===== src/include/phycfg_pkg.sv =====
// phycfg_pkg: register map, reset values and carrier types for the phy config bank
// assumes a 16-bit management data path with word-indexed register addresses
package phycfg_pkg;
  localparam logic [4:0]  ADDR_GENERAL_CONFIG_TWO   = 5'h14;
  localparam logic [4:0]  ADDR_RECEIVE_ERROR_COUNTER = 5'h15;
  localparam logic [4:0]  ADDR_SELF_TEST  = 5'h16;
  localparam logic [15:0] RST_GENERAL_CONFIG_TWO    = 16'h29C7;
  localparam logic [15:0] RST_RECEIVE_ERROR_COUNTER  = 16'h0000;
  localparam logic [15:0] RST_SELF_TEST   = 16'h0000;
  // writable bits of self test control; 11:10 read as zero
  localparam logic [15:0] SELF_TEST_WMASK = 16'hF3FF;
  localparam int          POS_PD_EN       = 15;
  localparam int          POS_TXERR_SUP   = 14;
  localparam int          POS_IRQ_POL     = 13;
  localparam int          POS_SOFT_RST    = 12;
  localparam int          POS_THR_LO      = 10;
  localparam int          POS_DS_EN       = 9;
  localparam int          POS_DS_ENERGY   = 8;
  localparam int          POS_AN_EN       = 7;
  localparam int          POS_DS_TEN      = 6;
  localparam int          POS_CLK_LO      = 4;
  localparam int          POS_COL_FD      = 3;
  localparam int          POS_OLD_SCR     = 2;
  localparam int          POS_SEMI_M      = 1;
  localparam int          POS_SEMI_S      = 0;
  localparam int          POS_GEN_LO      = 12;
  localparam int          POS_REV_FWD     = 7;
  localparam int          POS_MII_TX      = 6;
  localparam int          POS_LPT_LO      = 2;
  localparam logic [3:0]  GEN_OFF         = 4'h0;
  localparam logic [3:0]  GEN_CONT        = 4'hF;
  localparam logic [3:0]  LPT_DIGITAL     = 4'h1;
  localparam logic [3:0]  LPT_ANALOG      = 4'h2;
  localparam logic [3:0]  LPT_EXTERNAL    = 4'h4;
  localparam logic [3:0]  LPT_REVERSE     = 4'h8;
  localparam logic [1:0]  CLK_2M5         = 2'h0;
  localparam logic [1:0]  CLK_25M         = 2'h1;

  // loop points driven to the datapath
  typedef enum {
    PHYCFG_LP_NONE, PHYCFG_LP_PRE_SCR, PHYCFG_LP_POST_SCR, PHYCFG_LP_POST_MLT3,
    PHYCFG_LP_PRE_DSP, PHYCFG_LP_DIGITAL, PHYCFG_LP_ANALOG, PHYCFG_LP_EXTERNAL,
    PHYCFG_LP_REVERSE
  } phycfg_loop_e;

  typedef struct packed {
    logic [4:0]  addr;
    logic [15:0] wdata;
    logic        wr;
    logic        rd;
  } phycfg_bus_s;

  typedef struct packed {
    logic        pd_sense_en;
    logic        txerr_suppress;
    logic        serial_mac_soft_reset;
    logic [3:0]  downshift_threshold;
    logic        downshift_en;
    logic        downshift_energy_en;
    logic        serial_mac_an_en;
    logic        downshift_ten_en;
    logic        tx_clk_2m5;
    logic        tx_clk_25m;
    logic        fd_col_en;
    logic        old_scr_auto;
    logic        semi_cross_master;
    logic        semi_cross_slave;
    logic        prbs_run;
    logic        rev_loop_fwd;
    logic        mii_loop_to_cable;
    logic [8:0]  loop_onehot;
  } phycfg_ctrl_s;
endpackage : phycfg_pkg


===== src/logic/phycfg_regs.sv =====
// phycfg_regs: general config, receive error counter and self-test control bank
// assumes a same-clock management master and event pulses from the phy core
`timescale 1ns/1ps
`default_nettype none
module phycfg_regs (
  // clock and reset
  input  wire logic                 clk_i,
  input  wire logic                 reset_n_i,
  // register port
  input  wire logic [4:0]           addr_i,
  input  wire logic [15:0]          wdata_i,
  input  wire logic                 wr_i,
  input  wire logic                 rd_i,
  output logic      [15:0]          rdata_o,
  // phy core status
  input  wire logic                 rx_err_i,
  input  wire logic                 speed_1g_i,
  input  wire logic                 speed_100_i,
  input  wire logic                 irq_event_i,
  input  wire logic                 col_raw_i,
  input  wire logic                 full_duplex_i,
  input  wire logic                 sgmii_txerr_raw_i,
  // controls to the phy core
  output phycfg_pkg::phycfg_ctrl_s  ctrl_o,
  output phycfg_pkg::phycfg_loop_e  loop_point_o,
  output logic                      irq_pin_o,
  output logic                      col_o,
  output logic                      sgmii_txerr_o
);

  typedef struct packed {
    logic [15:0]              cfg;
    logic [15:0]              errcnt;
    logic [15:0]              test;
    logic [15:0]              rdata;
    logic                     irq;
    logic                     col;
    logic                     txerr;
    phycfg_pkg::phycfg_ctrl_s ctrl;
    phycfg_pkg::phycfg_loop_e loop;
  } phycfg_state_s;

  phycfg_state_s s_q;
  phycfg_state_s s_d;
  logic          wr_cfg;
  logic          wr_cnt;
  logic          wr_test;
  logic [15:0]   cnt_next;

  // address decode
  assign wr_cfg  = wr_i && (addr_i == phycfg_pkg::ADDR_GENERAL_CONFIG_TWO);
  assign wr_cnt  = wr_i && (addr_i == phycfg_pkg::ADDR_RECEIVE_ERROR_COUNTER);
  assign wr_test = wr_i && (addr_i == phycfg_pkg::ADDR_SELF_TEST);

  // clear written ones first, then count; an error landing on a clear survives as 1 unless the count stood at all ones
  always_comb begin
    cnt_next = s_q.errcnt;
    if (wr_cnt) begin
      cnt_next = s_q.errcnt & ~wdata_i;
    end
    if (rx_err_i && (s_q.errcnt != 16'hFFFF)) begin
      cnt_next = wr_cnt ? (cnt_next | 16'h0001) : 16'(s_q.errcnt + 16'h0001);
    end
  end

  // next state of the whole bank
  always_comb begin
    s_d = s_q;
    s_d.errcnt = cnt_next;
    if (wr_cfg) begin
      s_d.cfg = wdata_i;
    end else begin
      s_d.cfg[phycfg_pkg::POS_SOFT_RST] = 1'b0;
    end
    if (wr_test) begin
      s_d.test = wdata_i & phycfg_pkg::SELF_TEST_WMASK;
    end
    // read data valid only the cycle after the strobe
    s_d.rdata = 16'h0000;
    if (rd_i) begin
      case (addr_i)
        phycfg_pkg::ADDR_GENERAL_CONFIG_TWO:   s_d.rdata = s_q.cfg;
        phycfg_pkg::ADDR_RECEIVE_ERROR_COUNTER: s_d.rdata = s_q.errcnt;
        phycfg_pkg::ADDR_SELF_TEST:  s_d.rdata = s_q.test;
        default:                     s_d.rdata = 16'h0000;
      endcase
    end
    // decoded controls, registered so every output comes from a flop
    s_d.ctrl.pd_sense_en           = s_q.cfg[phycfg_pkg::POS_PD_EN];
    s_d.ctrl.txerr_suppress        = s_q.cfg[phycfg_pkg::POS_TXERR_SUP];
    s_d.ctrl.serial_mac_soft_reset = s_q.cfg[phycfg_pkg::POS_SOFT_RST];
    s_d.ctrl.downshift_threshold   = 4'(4'h1 << s_q.cfg[phycfg_pkg::POS_THR_LO +: 2]);
    s_d.ctrl.downshift_en          = s_q.cfg[phycfg_pkg::POS_DS_EN];
    s_d.ctrl.downshift_energy_en   = s_q.cfg[phycfg_pkg::POS_DS_ENERGY];
    s_d.ctrl.serial_mac_an_en      = s_q.cfg[phycfg_pkg::POS_AN_EN];
    s_d.ctrl.downshift_ten_en      = s_q.cfg[phycfg_pkg::POS_DS_TEN];
    s_d.ctrl.tx_clk_2m5 = s_q.cfg[phycfg_pkg::POS_CLK_LO +: 2] == phycfg_pkg::CLK_2M5;
    s_d.ctrl.tx_clk_25m = s_q.cfg[phycfg_pkg::POS_CLK_LO +: 2] == phycfg_pkg::CLK_25M;
    s_d.ctrl.fd_col_en             = s_q.cfg[phycfg_pkg::POS_COL_FD];
    s_d.ctrl.old_scr_auto          = s_q.cfg[phycfg_pkg::POS_OLD_SCR];
    s_d.ctrl.semi_cross_master     = s_q.cfg[phycfg_pkg::POS_SEMI_M];
    s_d.ctrl.semi_cross_slave      = s_q.cfg[phycfg_pkg::POS_SEMI_S];
    // any non-continuous code is treated as off rather than guessed
    s_d.ctrl.prbs_run = s_q.test[phycfg_pkg::POS_GEN_LO +: 4] == phycfg_pkg::GEN_CONT;
    s_d.ctrl.rev_loop_fwd      = s_q.test[phycfg_pkg::POS_REV_FWD];
    s_d.ctrl.mii_loop_to_cable = s_q.test[phycfg_pkg::POS_MII_TX];
    // loop point: PCS field wins, else one-hot point field
    s_d.loop = phycfg_pkg::PHYCFG_LP_NONE;
    if (speed_1g_i && s_q.test[0]) begin
      s_d.loop = phycfg_pkg::PHYCFG_LP_PRE_DSP;
    end else if (speed_100_i && (s_q.test[1:0] != 2'h0)) begin
      case (s_q.test[1:0])
        2'h1:    s_d.loop = phycfg_pkg::PHYCFG_LP_PRE_SCR;
        2'h2:    s_d.loop = phycfg_pkg::PHYCFG_LP_POST_SCR;
        default: s_d.loop = phycfg_pkg::PHYCFG_LP_POST_MLT3;
      endcase
    end else if (s_q.test[1:0] == 2'h0) begin
      case (s_q.test[phycfg_pkg::POS_LPT_LO +: 4])
        phycfg_pkg::LPT_DIGITAL:  s_d.loop = phycfg_pkg::PHYCFG_LP_DIGITAL;
        phycfg_pkg::LPT_ANALOG:   s_d.loop = phycfg_pkg::PHYCFG_LP_ANALOG;
        phycfg_pkg::LPT_EXTERNAL: s_d.loop = phycfg_pkg::PHYCFG_LP_EXTERNAL;
        phycfg_pkg::LPT_REVERSE:  s_d.loop = phycfg_pkg::PHYCFG_LP_REVERSE;
        default:                  s_d.loop = phycfg_pkg::PHYCFG_LP_NONE;
      endcase
    end
    s_d.ctrl.loop_onehot = 9'(9'h001 << s_d.loop);
    // pin shaping
    s_d.irq   = irq_event_i ^ s_q.cfg[phycfg_pkg::POS_IRQ_POL];
    s_d.col   = col_raw_i && (!full_duplex_i || s_q.cfg[phycfg_pkg::POS_COL_FD]);
    s_d.txerr = sgmii_txerr_raw_i && !s_q.cfg[phycfg_pkg::POS_TXERR_SUP];
  end

  // single state register; reset loads documented defaults
  always_ff @(posedge clk_i) begin
    if (!reset_n_i) begin
      s_q        <= '0;
      s_q.cfg    <= phycfg_pkg::RST_GENERAL_CONFIG_TWO;
      s_q.errcnt <= phycfg_pkg::RST_RECEIVE_ERROR_COUNTER;
      s_q.test   <= phycfg_pkg::RST_SELF_TEST;
      s_q.irq    <= 1'b1;
      s_q.loop   <= phycfg_pkg::PHYCFG_LP_NONE;
    end else begin
      s_q <= s_d;
    end
  end

  assign rdata_o       = s_q.rdata;
  assign ctrl_o        = s_q.ctrl;
  assign loop_point_o  = s_q.loop;
  assign irq_pin_o     = s_q.irq;
  assign col_o         = s_q.col;
  assign sgmii_txerr_o = s_q.txerr;

  // soft reset bit lives exactly one cycle after a write of 1
  soft_reset_pulse_a: assert property (@(posedge clk_i) disable iff (!reset_n_i)
    wr_cfg && wdata_i[phycfg_pkg::POS_SOFT_RST] |=> s_q.cfg[phycfg_pkg::POS_SOFT_RST] ##1
    (ctrl_o.serial_mac_soft_reset && !s_q.cfg[phycfg_pkg::POS_SOFT_RST] || wr_cfg))
    else $error("soft reset not a single pulse");

  // counter clears written ones
  count_clear_a: assert property (@(posedge clk_i) disable iff (!reset_n_i)
    wr_cnt && !rx_err_i |=> (s_q.errcnt & $past(wdata_i)) == 16'h0000)
    else $error("written ones not cleared");

  // counter advances by one and saturates
  count_step_a: assert property (@(posedge clk_i) disable iff (!reset_n_i)
    rx_err_i && !wr_cnt |=> s_q.errcnt == (($past(s_q.errcnt) == 16'hFFFF) ? 16'hFFFF : $past(s_q.errcnt) + 16'h0001))
    else $error("error count step wrong");

  // interrupt pin polarity follows bit 13
  irq_polarity_a: assert property (@(posedge clk_i) disable iff (!reset_n_i)
    irq_event_i && s_q.cfg[phycfg_pkg::POS_IRQ_POL] |=> !irq_pin_o)
    else $error("irq polarity wrong");

  // no full-duplex collision unless enabled
  fd_collision_a: assert property (@(posedge clk_i) disable iff (!reset_n_i)
    full_duplex_i && !s_q.cfg[phycfg_pkg::POS_COL_FD] |=> !col_o)
    else $error("collision shown in full duplex");

  // transmit error suppressed when bit 14 set
  txerr_suppress_a: assert property (@(posedge clk_i) disable iff (!reset_n_i)
    s_q.cfg[phycfg_pkg::POS_TXERR_SUP] |=> !sgmii_txerr_o)
    else $error("tx error not suppressed");

  // threshold decode two cycles after a config write, whatever follows the write
  threshold_map_a: assert property (@(posedge clk_i) disable iff (!reset_n_i)
    wr_cfg |=> ##1 ctrl_o.downshift_threshold == 4'(4'h1 << $past(wdata_i[phycfg_pkg::POS_THR_LO +: 2], 2)))
    else $error("threshold decode wrong");

  // prbs runs only on all ones
  prbs_code_a: assert property (@(posedge clk_i) disable iff (!reset_n_i)
    ctrl_o.prbs_run |-> $past(s_q.test[phycfg_pkg::POS_GEN_LO +: 4]) == phycfg_pkg::GEN_CONT)
    else $error("prbs run on bad code");

  // reverse point not selected while PCS loop field is nonzero
  pcs_priority_a: assert property (@(posedge clk_i) disable iff (!reset_n_i)
    s_q.test[1:0] != 2'h0 |=> loop_point_o != phycfg_pkg::PHYCFG_LP_REVERSE)
    else $error("point field used under pcs loop");

  // the map checks start one edge after release, since ctrl_o still shows zeros then
  pd_sense_map_a: assert property (@(posedge clk_i) disable iff (!reset_n_i)
    reset_n_i |=> ctrl_o.pd_sense_en == $past(s_q.cfg[phycfg_pkg::POS_PD_EN]))
    else $error("detection enable not mapped");

  // suppress flag carried to the core
  txerr_flag_map_a: assert property (@(posedge clk_i) disable iff (!reset_n_i)
    reset_n_i |=> ctrl_o.txerr_suppress == $past(s_q.cfg[phycfg_pkg::POS_TXERR_SUP]))
    else $error("tx error flag not mapped");

  // errors pass while suppression is off
  txerr_pass_a: assert property (@(posedge clk_i) disable iff (!reset_n_i)
    sgmii_txerr_raw_i && !s_q.cfg[phycfg_pkg::POS_TXERR_SUP] |=> sgmii_txerr_o)
    else $error("tx error lost");

  // active-high interrupt drives the pin high
  irq_active_high_a: assert property (@(posedge clk_i) disable iff (!reset_n_i)
    irq_event_i && !s_q.cfg[phycfg_pkg::POS_IRQ_POL] |=> irq_pin_o)
    else $error("irq not driven high");

  // active-low pin idles high
  irq_idle_high_a: assert property (@(posedge clk_i) disable iff (!reset_n_i)
    !irq_event_i && s_q.cfg[phycfg_pkg::POS_IRQ_POL] |=> irq_pin_o)
    else $error("irq idle level wrong");

  // soft reset pulse only follows a set bit
  soft_reset_only_a: assert property (@(posedge clk_i) disable iff (!reset_n_i)
    ctrl_o.serial_mac_soft_reset |-> $past(s_q.cfg[phycfg_pkg::POS_SOFT_RST]))
    else $error("spurious soft reset");

  // threshold codes 0..3 give 1, 2, 4, 8 attempts
  threshold_value_a: assert property (@(posedge clk_i) disable iff (!reset_n_i)
    reset_n_i |=> ctrl_o.downshift_threshold == ($past(s_q.cfg[11:10]) == 2'h0 ? 4'h1 :
    $past(s_q.cfg[11:10]) == 2'h1 ? 4'h2 : $past(s_q.cfg[11:10]) == 2'h2 ? 4'h4 : 4'h8))
    else $error("threshold value wrong");

  // downshift enable carried to the core
  downshift_map_a: assert property (@(posedge clk_i) disable iff (!reset_n_i)
    reset_n_i |=> ctrl_o.downshift_en == $past(s_q.cfg[phycfg_pkg::POS_DS_EN]))
    else $error("downshift enable not mapped");

  // energy mode carried to the core
  energy_mode_map_a: assert property (@(posedge clk_i) disable iff (!reset_n_i)
    reset_n_i |=> ctrl_o.downshift_energy_en == $past(s_q.cfg[phycfg_pkg::POS_DS_ENERGY]))
    else $error("energy mode not mapped");

  // negotiation enable carried to the core
  negotiation_map_a: assert property (@(posedge clk_i) disable iff (!reset_n_i)
    reset_n_i |=> ctrl_o.serial_mac_an_en == $past(s_q.cfg[phycfg_pkg::POS_AN_EN]))
    else $error("negotiation enable not mapped");

  // fallback to ten carried to the core
  ten_fallback_map_a: assert property (@(posedge clk_i) disable iff (!reset_n_i)
    reset_n_i |=> ctrl_o.downshift_ten_en == $past(s_q.cfg[phycfg_pkg::POS_DS_TEN]))
    else $error("ten fallback not mapped");

  // clock select codes 0 and 1
  clock_select_a: assert property (@(posedge clk_i) disable iff (!reset_n_i)
    reset_n_i |=> ctrl_o.tx_clk_2m5 == ($past(s_q.cfg[5:4]) == phycfg_pkg::CLK_2M5) &&
    ctrl_o.tx_clk_25m == ($past(s_q.cfg[5:4]) == phycfg_pkg::CLK_25M))
    else $error("clock select wrong");

  // codes 2 and 3 stop the clock
  clock_off_a: assert property (@(posedge clk_i) disable iff (!reset_n_i)
    s_q.cfg[phycfg_pkg::POS_CLK_LO + 1] |=> !ctrl_o.tx_clk_2m5 && !ctrl_o.tx_clk_25m)
    else $error("clock not stopped");

  // full-duplex collision enable carried to the core
  fd_col_map_a: assert property (@(posedge clk_i) disable iff (!reset_n_i)
    reset_n_i |=> ctrl_o.fd_col_en == $past(s_q.cfg[phycfg_pkg::POS_COL_FD]))
    else $error("collision enable not mapped");

  // half duplex always shows collisions
  half_duplex_col_a: assert property (@(posedge clk_i) disable iff (!reset_n_i)
    col_raw_i && !full_duplex_i |=> col_o)
    else $error("half duplex collision lost");

  // enabled collision shows in any duplex
  col_enabled_a: assert property (@(posedge clk_i) disable iff (!reset_n_i)
    col_raw_i && s_q.cfg[phycfg_pkg::POS_COL_FD] |=> col_o)
    else $error("enabled collision lost");

  // old scrambler choice carried to the core
  old_scrambler_map_a: assert property (@(posedge clk_i) disable iff (!reset_n_i)
    reset_n_i |=> ctrl_o.old_scr_auto == $past(s_q.cfg[phycfg_pkg::POS_OLD_SCR]))
    else $error("scrambler choice not mapped");

  // semi-cross in master mode
  semi_master_map_a: assert property (@(posedge clk_i) disable iff (!reset_n_i)
    reset_n_i |=> ctrl_o.semi_cross_master == $past(s_q.cfg[phycfg_pkg::POS_SEMI_M]))
    else $error("master semi-cross not mapped");

  // semi-cross in slave mode
  semi_slave_map_a: assert property (@(posedge clk_i) disable iff (!reset_n_i)
    reset_n_i |=> ctrl_o.semi_cross_slave == $past(s_q.cfg[phycfg_pkg::POS_SEMI_S]))
    else $error("slave semi-cross not mapped");

  // counter holds without error or clear
  count_hold_a: assert property (@(posedge clk_i) disable iff (!reset_n_i)
    !rx_err_i && !wr_cnt |=> $stable(s_q.errcnt))
    else $error("error count drifted");

  // an error meeting a clear is not lost
  err_on_clear_a: assert property (@(posedge clk_i) disable iff (!reset_n_i)
    wr_cnt && rx_err_i && s_q.errcnt != 16'hFFFF |=> s_q.errcnt[0])
    else $error("error lost on clear");

  // generator runs exactly on the continuous code
  prbs_map_a: assert property (@(posedge clk_i) disable iff (!reset_n_i)
    reset_n_i |=> ctrl_o.prbs_run == ($past(s_q.test[15:12]) == phycfg_pkg::GEN_CONT))
    else $error("generator state wrong");

  // reverse-loop forwarding carried to the core
  rev_fwd_map_a: assert property (@(posedge clk_i) disable iff (!reset_n_i)
    reset_n_i |=> ctrl_o.rev_loop_fwd == $past(s_q.test[phycfg_pkg::POS_REV_FWD]))
    else $error("reverse forward not mapped");

  // MII-loop cable copy carried to the core
  mii_cable_map_a: assert property (@(posedge clk_i) disable iff (!reset_n_i)
    reset_n_i |=> ctrl_o.mii_loop_to_cable == $past(s_q.test[phycfg_pkg::POS_MII_TX]))
    else $error("cable copy not mapped");

  // reverse point selected with PCS loop off
  point_reverse_a: assert property (@(posedge clk_i) disable iff (!reset_n_i)
    s_q.test[1:0] == 2'h0 && s_q.test[5:2] == phycfg_pkg::LPT_REVERSE |=> loop_point_o == phycfg_pkg::PHYCFG_LP_REVERSE)
    else $error("reverse point not selected");

  // a point code that is not one-hot loops nothing
  point_invalid_a: assert property (@(posedge clk_i) disable iff (!reset_n_i)
    s_q.test[1:0] == 2'h0 && !(s_q.test[5:2] inside {4'h0, 4'h1, 4'h2, 4'h4, 4'h8})
    |=> loop_point_o == phycfg_pkg::PHYCFG_LP_NONE)
    else $error("invalid point looped");

  // one-hot copy agrees with the loop point
  onehot_match_a: assert property (@(posedge clk_i) disable iff (!reset_n_i)
    reset_n_i |=> ctrl_o.loop_onehot == 9'(9'h001 << loop_point_o))
    else $error("one-hot loop copy wrong");

  // 100M PCS loop ahead of the scrambler
  pcs_100_a: assert property (@(posedge clk_i) disable iff (!reset_n_i)
    speed_100_i && !speed_1g_i && s_q.test[1:0] == 2'h1 |=> loop_point_o == phycfg_pkg::PHYCFG_LP_PRE_SCR)
    else $error("100M PCS loop wrong");

  // 1G PCS loop ahead of signal processing
  pcs_1g_a: assert property (@(posedge clk_i) disable iff (!reset_n_i)
    speed_1g_i && s_q.test[0] |=> loop_point_o == phycfg_pkg::PHYCFG_LP_PRE_DSP)
    else $error("1G PCS loop wrong");

  // read data stand only after a read strobe
  read_idle_a: assert property (@(posedge clk_i) disable iff (!reset_n_i)
    !rd_i |=> rdata_o == 16'h0000)
    else $error("read data outside slot");
endmodule : phycfg_regs
`default_nettype wire


===== config.mk =====
export PLATFORM = sky130hd
export DESIGN_NAME = phycfg_regs
export DESIGN_NICKNAME = d
export VERILOG_FILES = /design/src/include/phycfg_pkg.sv /design/src/logic/phycfg_regs.sv
export SDC_FILE = /design/constraint.sdc
export NUM_CORES = 1
export LEC_CHECK = 0
export ABC_AREA = 1
export BUFFER_PORTS_ARGS = -buffer_cell sky130_fd_sc_hd__buf_2
export CAP_MARGIN = 25
export CORE_MARGIN = 10
export CORE_UTILIZATION = 50
export CTS_BUF_LIST = sky130_fd_sc_hd__clkbuf_2 sky130_fd_sc_hd__clkbuf_4 sky130_fd_sc_hd__clkbuf_8
export CTS_CLUSTER_DIAMETER = 100
export DETAILED_ROUTE_END_ITERATION = 8
export GPL_TIMING_DRIVEN = 0
export PLACE_DENSITY = 0.74
export SLEW_MARGIN = 20
export SYNTH_ARGS = -nofsm -noshare
export SYNTH_HDL_FRONTEND = slang
export SYNTH_SLANG_ARGS = --single-unit

===== constraint.sdc =====
create_clock -name clk_i -period 4 [get_ports clk_i]
set_clock_uncertainty 0.15 [all_clocks]
set_input_delay 0.2 -clock clk_i [delete_from_list [all_inputs] [get_ports clk_i]]
set_output_delay 0.2 -clock clk_i [all_outputs]
set_load 0.05 [all_outputs]

==> results.md, run 1 <==
* Largest net degree at the start of global routing at 19
* Layout filler cell count at between 800 and 900
* Root buffer cell: clkbuf_8
* DRC violation count after routing at 0
* Initial antenna violation count at 0
* Vias in the first global route at between 4000 and 5000
* Largest area contributor in the netlist: dfxtp_1
* Die area at ~0.014 mm2
* DRT Pass-1 Iters at 5
* Antenna viol nets, final at 0
* Hold Slack at ~15 ps
* Critical-path cell list: ha_1 -> nand3_1 -> nor2_1 -> nand2_1 -> nor2_1 -> nand2_1 -> nor2_1 -> nor2_1 -> nor2_1
* Syn Area/Cell at approximately 7.5 um2
* Overflow after GRT at 0
* Post-synth top flop: dfxtp_1
* Cell repeated most along the worst path: nor2_1
* Rows at 35
* H-tree depth at 3
* CP endpoint kind: register
* Power Dens Cells at approximately 330 mW/mm2
* Clk_lat worst skew at 360 ps
* RePlAce Congestion at roughly 0.91
* Total track usage at 0.184
* CTS resizes at 0
* IO Count at approximately 110
* Sequential area share after synthesis at 0.424
* Post-synth EDFFs at 0
* Setup TNS at 0 ps
* Vias at 4210
* Tcrit/Tclk final at 0.458
* Clock transition at the registers of the reported paths at around 100 ps
* Status: complete, no violations
* CTS tree: done
* Die Wd at 116 um
* Post-synth top cells: 102 x nand2_1, 98 x dfxtp_1, 90 x inv_1
* Slew @ Worst Pin at approximately 620 ps
* Data arrival time of the critical path at between 1500 and 2000 ps
* Layout cell share with drive strength beyond 1 at 0.274
* Synth top area share at 0.424
* Buffer and inverter count on the worst path at 0
* CP max stage cell: dfxtp_1
* Fin. Hold Viols at 0
* Fin nets at slightly below 800
* Share of flip-flops with an asynchronous set or reset at 0
* Worst path required time at 4160 ps
* Input/output buffers at 83
* Initial cell density of the core at 0.508
* Leakage Power at approximately 0.0030 uW
* Die Height at around 120 um
* Mapped Area at around 0.0046 mm2
* MaxCap Viol Count at 0
* CP delay by family, top: simple AND/OR/NAND/NOR gates
* Largest stage delay, worst path at about 380 ps
* Count leader, synth: nand2_1
* Max clock buf depth at 2
* Finish-stage setup viols at 0
* Startpoint types: register
* Synth cell types at 35
* Cells after Synth at 620
* Initial DRC Count at 319
* Fmax at 546 MHz
* VDD IR max at 156 uV
* Slew Limit Fails at 0
* Period minus WS final at approximately 1800 ps
* YS warnings at 0
* Hold Crit Class: primary input to register
* RSZ-0062 raised after global routing: no
* Area growth, synth to finish at 21.7%
* Area of the core at roughly 0.0091 mm2
* Critical setup path kind: register to register
* Final HPWL from detailed placement at 9620 um
* Inst Count DP at 841
* Vias per cell at 4.82
* Worst slew margin at 0.584
* Routed WL per cell at between 10 and 15 um
* Diodes inserted at 0
* Detailed Route WL at roughly 12000 um
* CP max FO at 4
* First-pass GRT wire length at just under 20000 um
* Total power at 1860 uW
* Clock Sinks at between 90 and 100
* CTS buffer count at 9
* Area contributors post-synth: dfxtp_1 42%, buf_4 13%, nand2_1 8.3%
* # Post-CTS Setup Buffers at 0
* FF+latch count, synth at between 90 and 100
* Fin cells at 873
==> state kept, by name, summed over array words and instances, names as in the netlist <==
signal / flops
loop_point_o: 4
col_o: 1
rdata_o: 16
s_d: 13
ctrl_o: 29
irq_pin_o: 1
s_q: 33
sgmii_txerr_o: 1
==> where the power goes <==
group,leakage [uW],internal [uW],switching [uW]
Combinational,0.00211,77.7,172
Sequential,0.000795,990,6.91
Clock,0.0000983,248,368
Total,0.00300,1320,547
==> metal layers <==
metal	up-vias	track usage	wire length, um
met3	20	0.0395	1150
met4	0	0.0717	261
met2	192	0.302	5670
met1	1890	0.230	5270
li1	2108	-	-
met5	-	0	0
==> final cells by class <==
cell class                 instances  area [um2]  share of cell area
tap                              111         139              0.0246
clock inverter                     6        57.6              0.0102
sequential                        98        1960               0.348
multi-input combinational        358        1690               0.301
timing repair buffer              99         576               0.102
inverter                          94         353              0.0626
buffer                            97         723               0.128
clock buffer                      10         131              0.0233
==> kinds of logic (layout without fill, tap and decap cells) <==
kind of cell | Yosys count | in the layout | synth area share
DFF | 98 | 98 | 0.424
AOI/OAI and AO/OA | 101 | 101 | 0.121
xor gates and xnor gates | 1 | 1 | 0.00189
adders and majority gates | 1 | 1 | 0.00270
buffers and inverters | 191 | 306 | 0.232
and+or+nand+nor | 227 | 227 | 0.218
other | 1 | 28 | 0.000810
==> metrics by stage <==
step | instance area (um2) | setup WS (ps) | util
final | 5640 | 2170 | 0.619
after global routing | 5640 | 1980 | 0.619
after CTS | 5640 | 2200 | 0.619
after detailed placement | 5290 | 2230 | 0.580
after global placement | 5290 | 2240 | 0.580
after floorplan | 4730 | 2450 | -
==> worst paths after layout <==
kind	from	end	slack [ps]	cells after the start
worst max register to register	s_q[97]	s_q[108]	2170	9
worst min register to register	s_d[45]	ctrl_o[13]	270	2
worst min-delay path	wdata_i[11]	s_q[123]	10	3
worst max-delay path	s_q[97]	s_q[108]	2170	9
==> worst reg2reg max path: stages, from the launching register on <==
cell,delay (ps)
dfxtp_1,380
ha_1,210
nand3_1,90
nor2_1,140
nand2_1,60
nor2_1,290
nand2_1,210
nor2_1,130
nor2_1,50
nor2_1,80
==> timing repair <==
item                                    in CTS  in global routing
endpoints found under the setup margin       0                  0
hold buffers                                16                  0
endpoints found under the hold margin       24                  0
==> cells in the final DEF, fill, tap and decap left out, types with 2 or more instances in the layout <==
master         instances
nand2_1              102
dfxtp_1               98
inv_1                 90
buf_2                 89
buf_4                 79
nor2_1                70
o21ai_0               43
a21oi_1               38
nand3_1               28
conb_1                28
dlygate4sd3_1         16
clkbuf_8              10
nand4_1                8
o221ai_1               7
buf_6                  6
a22oi_1                4
nor2_2                 4
nor3_1                 4
o22ai_1                4
nand3_4                3
nor2_4                 3
clkbuf_1               3
inv_2                  3
clkinv_4               3
buf_1                  2
and3_1                 2
inv_8                  2
No activity file was read; power rests on OpenSTA's default activity.
==> inputs of run 2 (changes only) <==
Clock period 4 ns to 1.8 ns, I/O delays scaled along.
==> run 2 against run 1 <==
Net effect: critical path depth unchanged; non-clock buffer count increased by 11; sequential power increased by 120%; total power increased by 120%; clock power increased by 120%; combinational power increased by 130%; critical endpoint is now s_q[123]; highest routed layer unchanged.
==> results.md, run 2 (same netlist as run 1, synthesis figures left out) <==
* Register area at around 0.0020 mm2
* Root buffer cell: clkbuf_8
* Vias per cell at between 4 and 5
* IO Count at 112
* Setup WS pre-CTS at around 33 ps
* Vias in the first global route at 4163
* Largest stage delay, worst path at approximately 530 ps
* Area growth, synth to finish at 24.9%
* Power Dens Cells at 721 mW/mm2
* Worst path required time at between 1500 and 2000 ps
* Finish-stage setup viols at 0
* Total track usage at 0.186
* Fin nets at 801
* Startpoint types: primary input
* Worst R2R Path Depth at 7
* Most flops, register: s_q
* Input/output buffers at 83
* R2R setup slack at 150 ps
* Layout cell share with drive strength beyond 1 at 0.290
* CP max FO at 10
* Final HPWL from detailed placement at about 9600 um
* Slew @ Worst Pin at 701 ps
* CTS buffer count at 9
* Setup crit start: addr_i[0]
* Final setup margin at 147 ps
* Data arrival time of the critical path at approximately 1800 ps
* Max reg flops at 33
* Critical Path End: s_q[123]
* Period minus WS final at 1650 ps
* First-pass GRT wire length at 20100 um
* Fin. Hold Viols at 0
* Tcrit/Tclk final at 0.918
* Design area at slightly below 0.006 mm2
* Vias at 4320
* Cell repeated most along the worst path: nor2_4
* Routed WL per cell at approximately 14 um
* Multi-input gate area at around 0.0017 mm2
* Clock transition at the registers of the reported paths at 100 ps
* Leakage Power at 0.00305 uW
* Worst slew margin at 0.532
* DRC violation count after routing at 0
* Most common cell after layout, fill and taps aside: nand2_1
* DP Area at approximately 0.0053 mm2
* Fmax at 605 MHz
* MaxCap Viol Count at 0
* Initial cell density of the core at 0.508
* Die Height at roughly 120 um
* CP max stage cell: dlygate4sd3_1
* Most frequent cells in the layout: 101 x nand2_1, 94 x dfxtp_1, 90 x inv_1, 89 x buf_2, 81 x buf_4
* Clock Sinks at 98
* Antenna viol nets, final at 0
* Slew Limit Fails at 0
* Diodes inserted at 0
* Overflow after GRT at 0
* Origin of the critical flop-to-flop path: s_q[96]
* Beginning of the worst hold path: addr_i[4]
* Detailed Route WL at about 13000 um
* DRT Pass-1 Iters at 5
* Largest net degree at the start of global routing at 19
* Max clock buf depth at 2
* CTS tree: done
* Hold Crit Class: primary input to register
* RePlAce Congestion at just over 0.9
* R2R Path End: s_q[100]
* Area of the core at approximately 0.0091 mm2
* Initial DRC Count at just over 300
* Critical setup path kind: primary input to register
* Critical-path cell list: dlygate4sd3_1 -> buf_2 -> nor2_4 -> nand3_4 -> nor2_4 -> buf_6 -> nand2_2 -> nand2_1 -> o21ai_0
* VDD IR max at ~350 uV
* Die Wd at roughly 120 um
* Rows at 35
* Die area at 0.0135 mm2
* Clk_lat worst skew at about 360 ps
* Layout filler cell count at 839
* CP endpoint kind: register
* Setup TNS at 0 ps
* RSZ-0062 raised after global routing: no
* Status: complete, no violations
* Initial antenna violation count at 0
* H-tree depth at 3
[run 2: cell count changes in the layout (fill, tap and decap cells not counted)]
cell / change
nor2_1: -7
ha_1: -1
dfxtp_2: +4
nor2_4: +3
dlygate4sd3_1: +9
ha_2: +1
nand2_1: -1
nor2_2: +4
buf_4: +2
dfxtp_1: -4
nand2_2: +1
[run 2: final cells by class]
cell class	instances	share of cell area
sequential	98	0.340
multi-input combinational	358	0.299
buffer	97	0.125
timing repair buffer	110	0.118
inverter	94	0.0610
tap	111	0.0240
clock buffer	10	0.0227
clock inverter	6	0.00995
[run 2: critical path, delay by kind of cell]
kind / cells / cell delay (ps)
simple gates: 5 / 740
buf+inv: 3 / 830
compound gates: 1 / 70
[run 2: how the worst min path moves through the flow]
stage / end / cells past startpoint
6_report: rdata_o[11] / 5
5_1_grt: rdata_o[11] / 5
4_1_cts: rdata_o[11] / 4
3_5_place_dp: col_o / 2
3_3_place_gp: col_o / 2
2_1_floorplan: col_o / 1
[run 2: metrics by stage]
| stage | hold slack, ps | total power [uW] | instances | utilization |
|---|---|---|---|---|
| after global routing | 74.6 | 4310 | 884 | 0.635 |
| after CTS | 11.8 | 4170 | 883 | 0.630 |
| after floorplan | 31.4 | 2670 | 647 | - |
| after global placement | 118 | 2780 | 841 | 0.580 |
| after detailed placement | 130 | 2790 | 841 | 0.580 |
| final | 44.0 | 4170 | 884 | 0.635 |
[run 2: what timing repair did]
item / in CTS / in global routing
buffers inserted: 0 / 2
setup endpoints to repair: 0 / 30
endpoints found under the hold margin: 51 / 0
hold buffers: 26 / 0
gates resized for setup: 0 / 16
[run 2: where the power goes]
part           switching [uW]  total, uW  leakage (uW)  internal [uW]
Combinational             391        580       0.00216            190
Clock                     820       1370     0.0000983            551
Sequential               15.9       2220      0.000797           2200
[run 2: per-layer routing]
metal / share of wire / global-route usage / vias to the layer above
met1: 0.42 / 0.229 / 1967
li1: - / - / 2132
met5: 0 / 0 / -
met2: 0.47 / 0.308 / 202
met3: 0.085 / 0.0390 / 19
met4: 0.020 / 0.0767 / 0
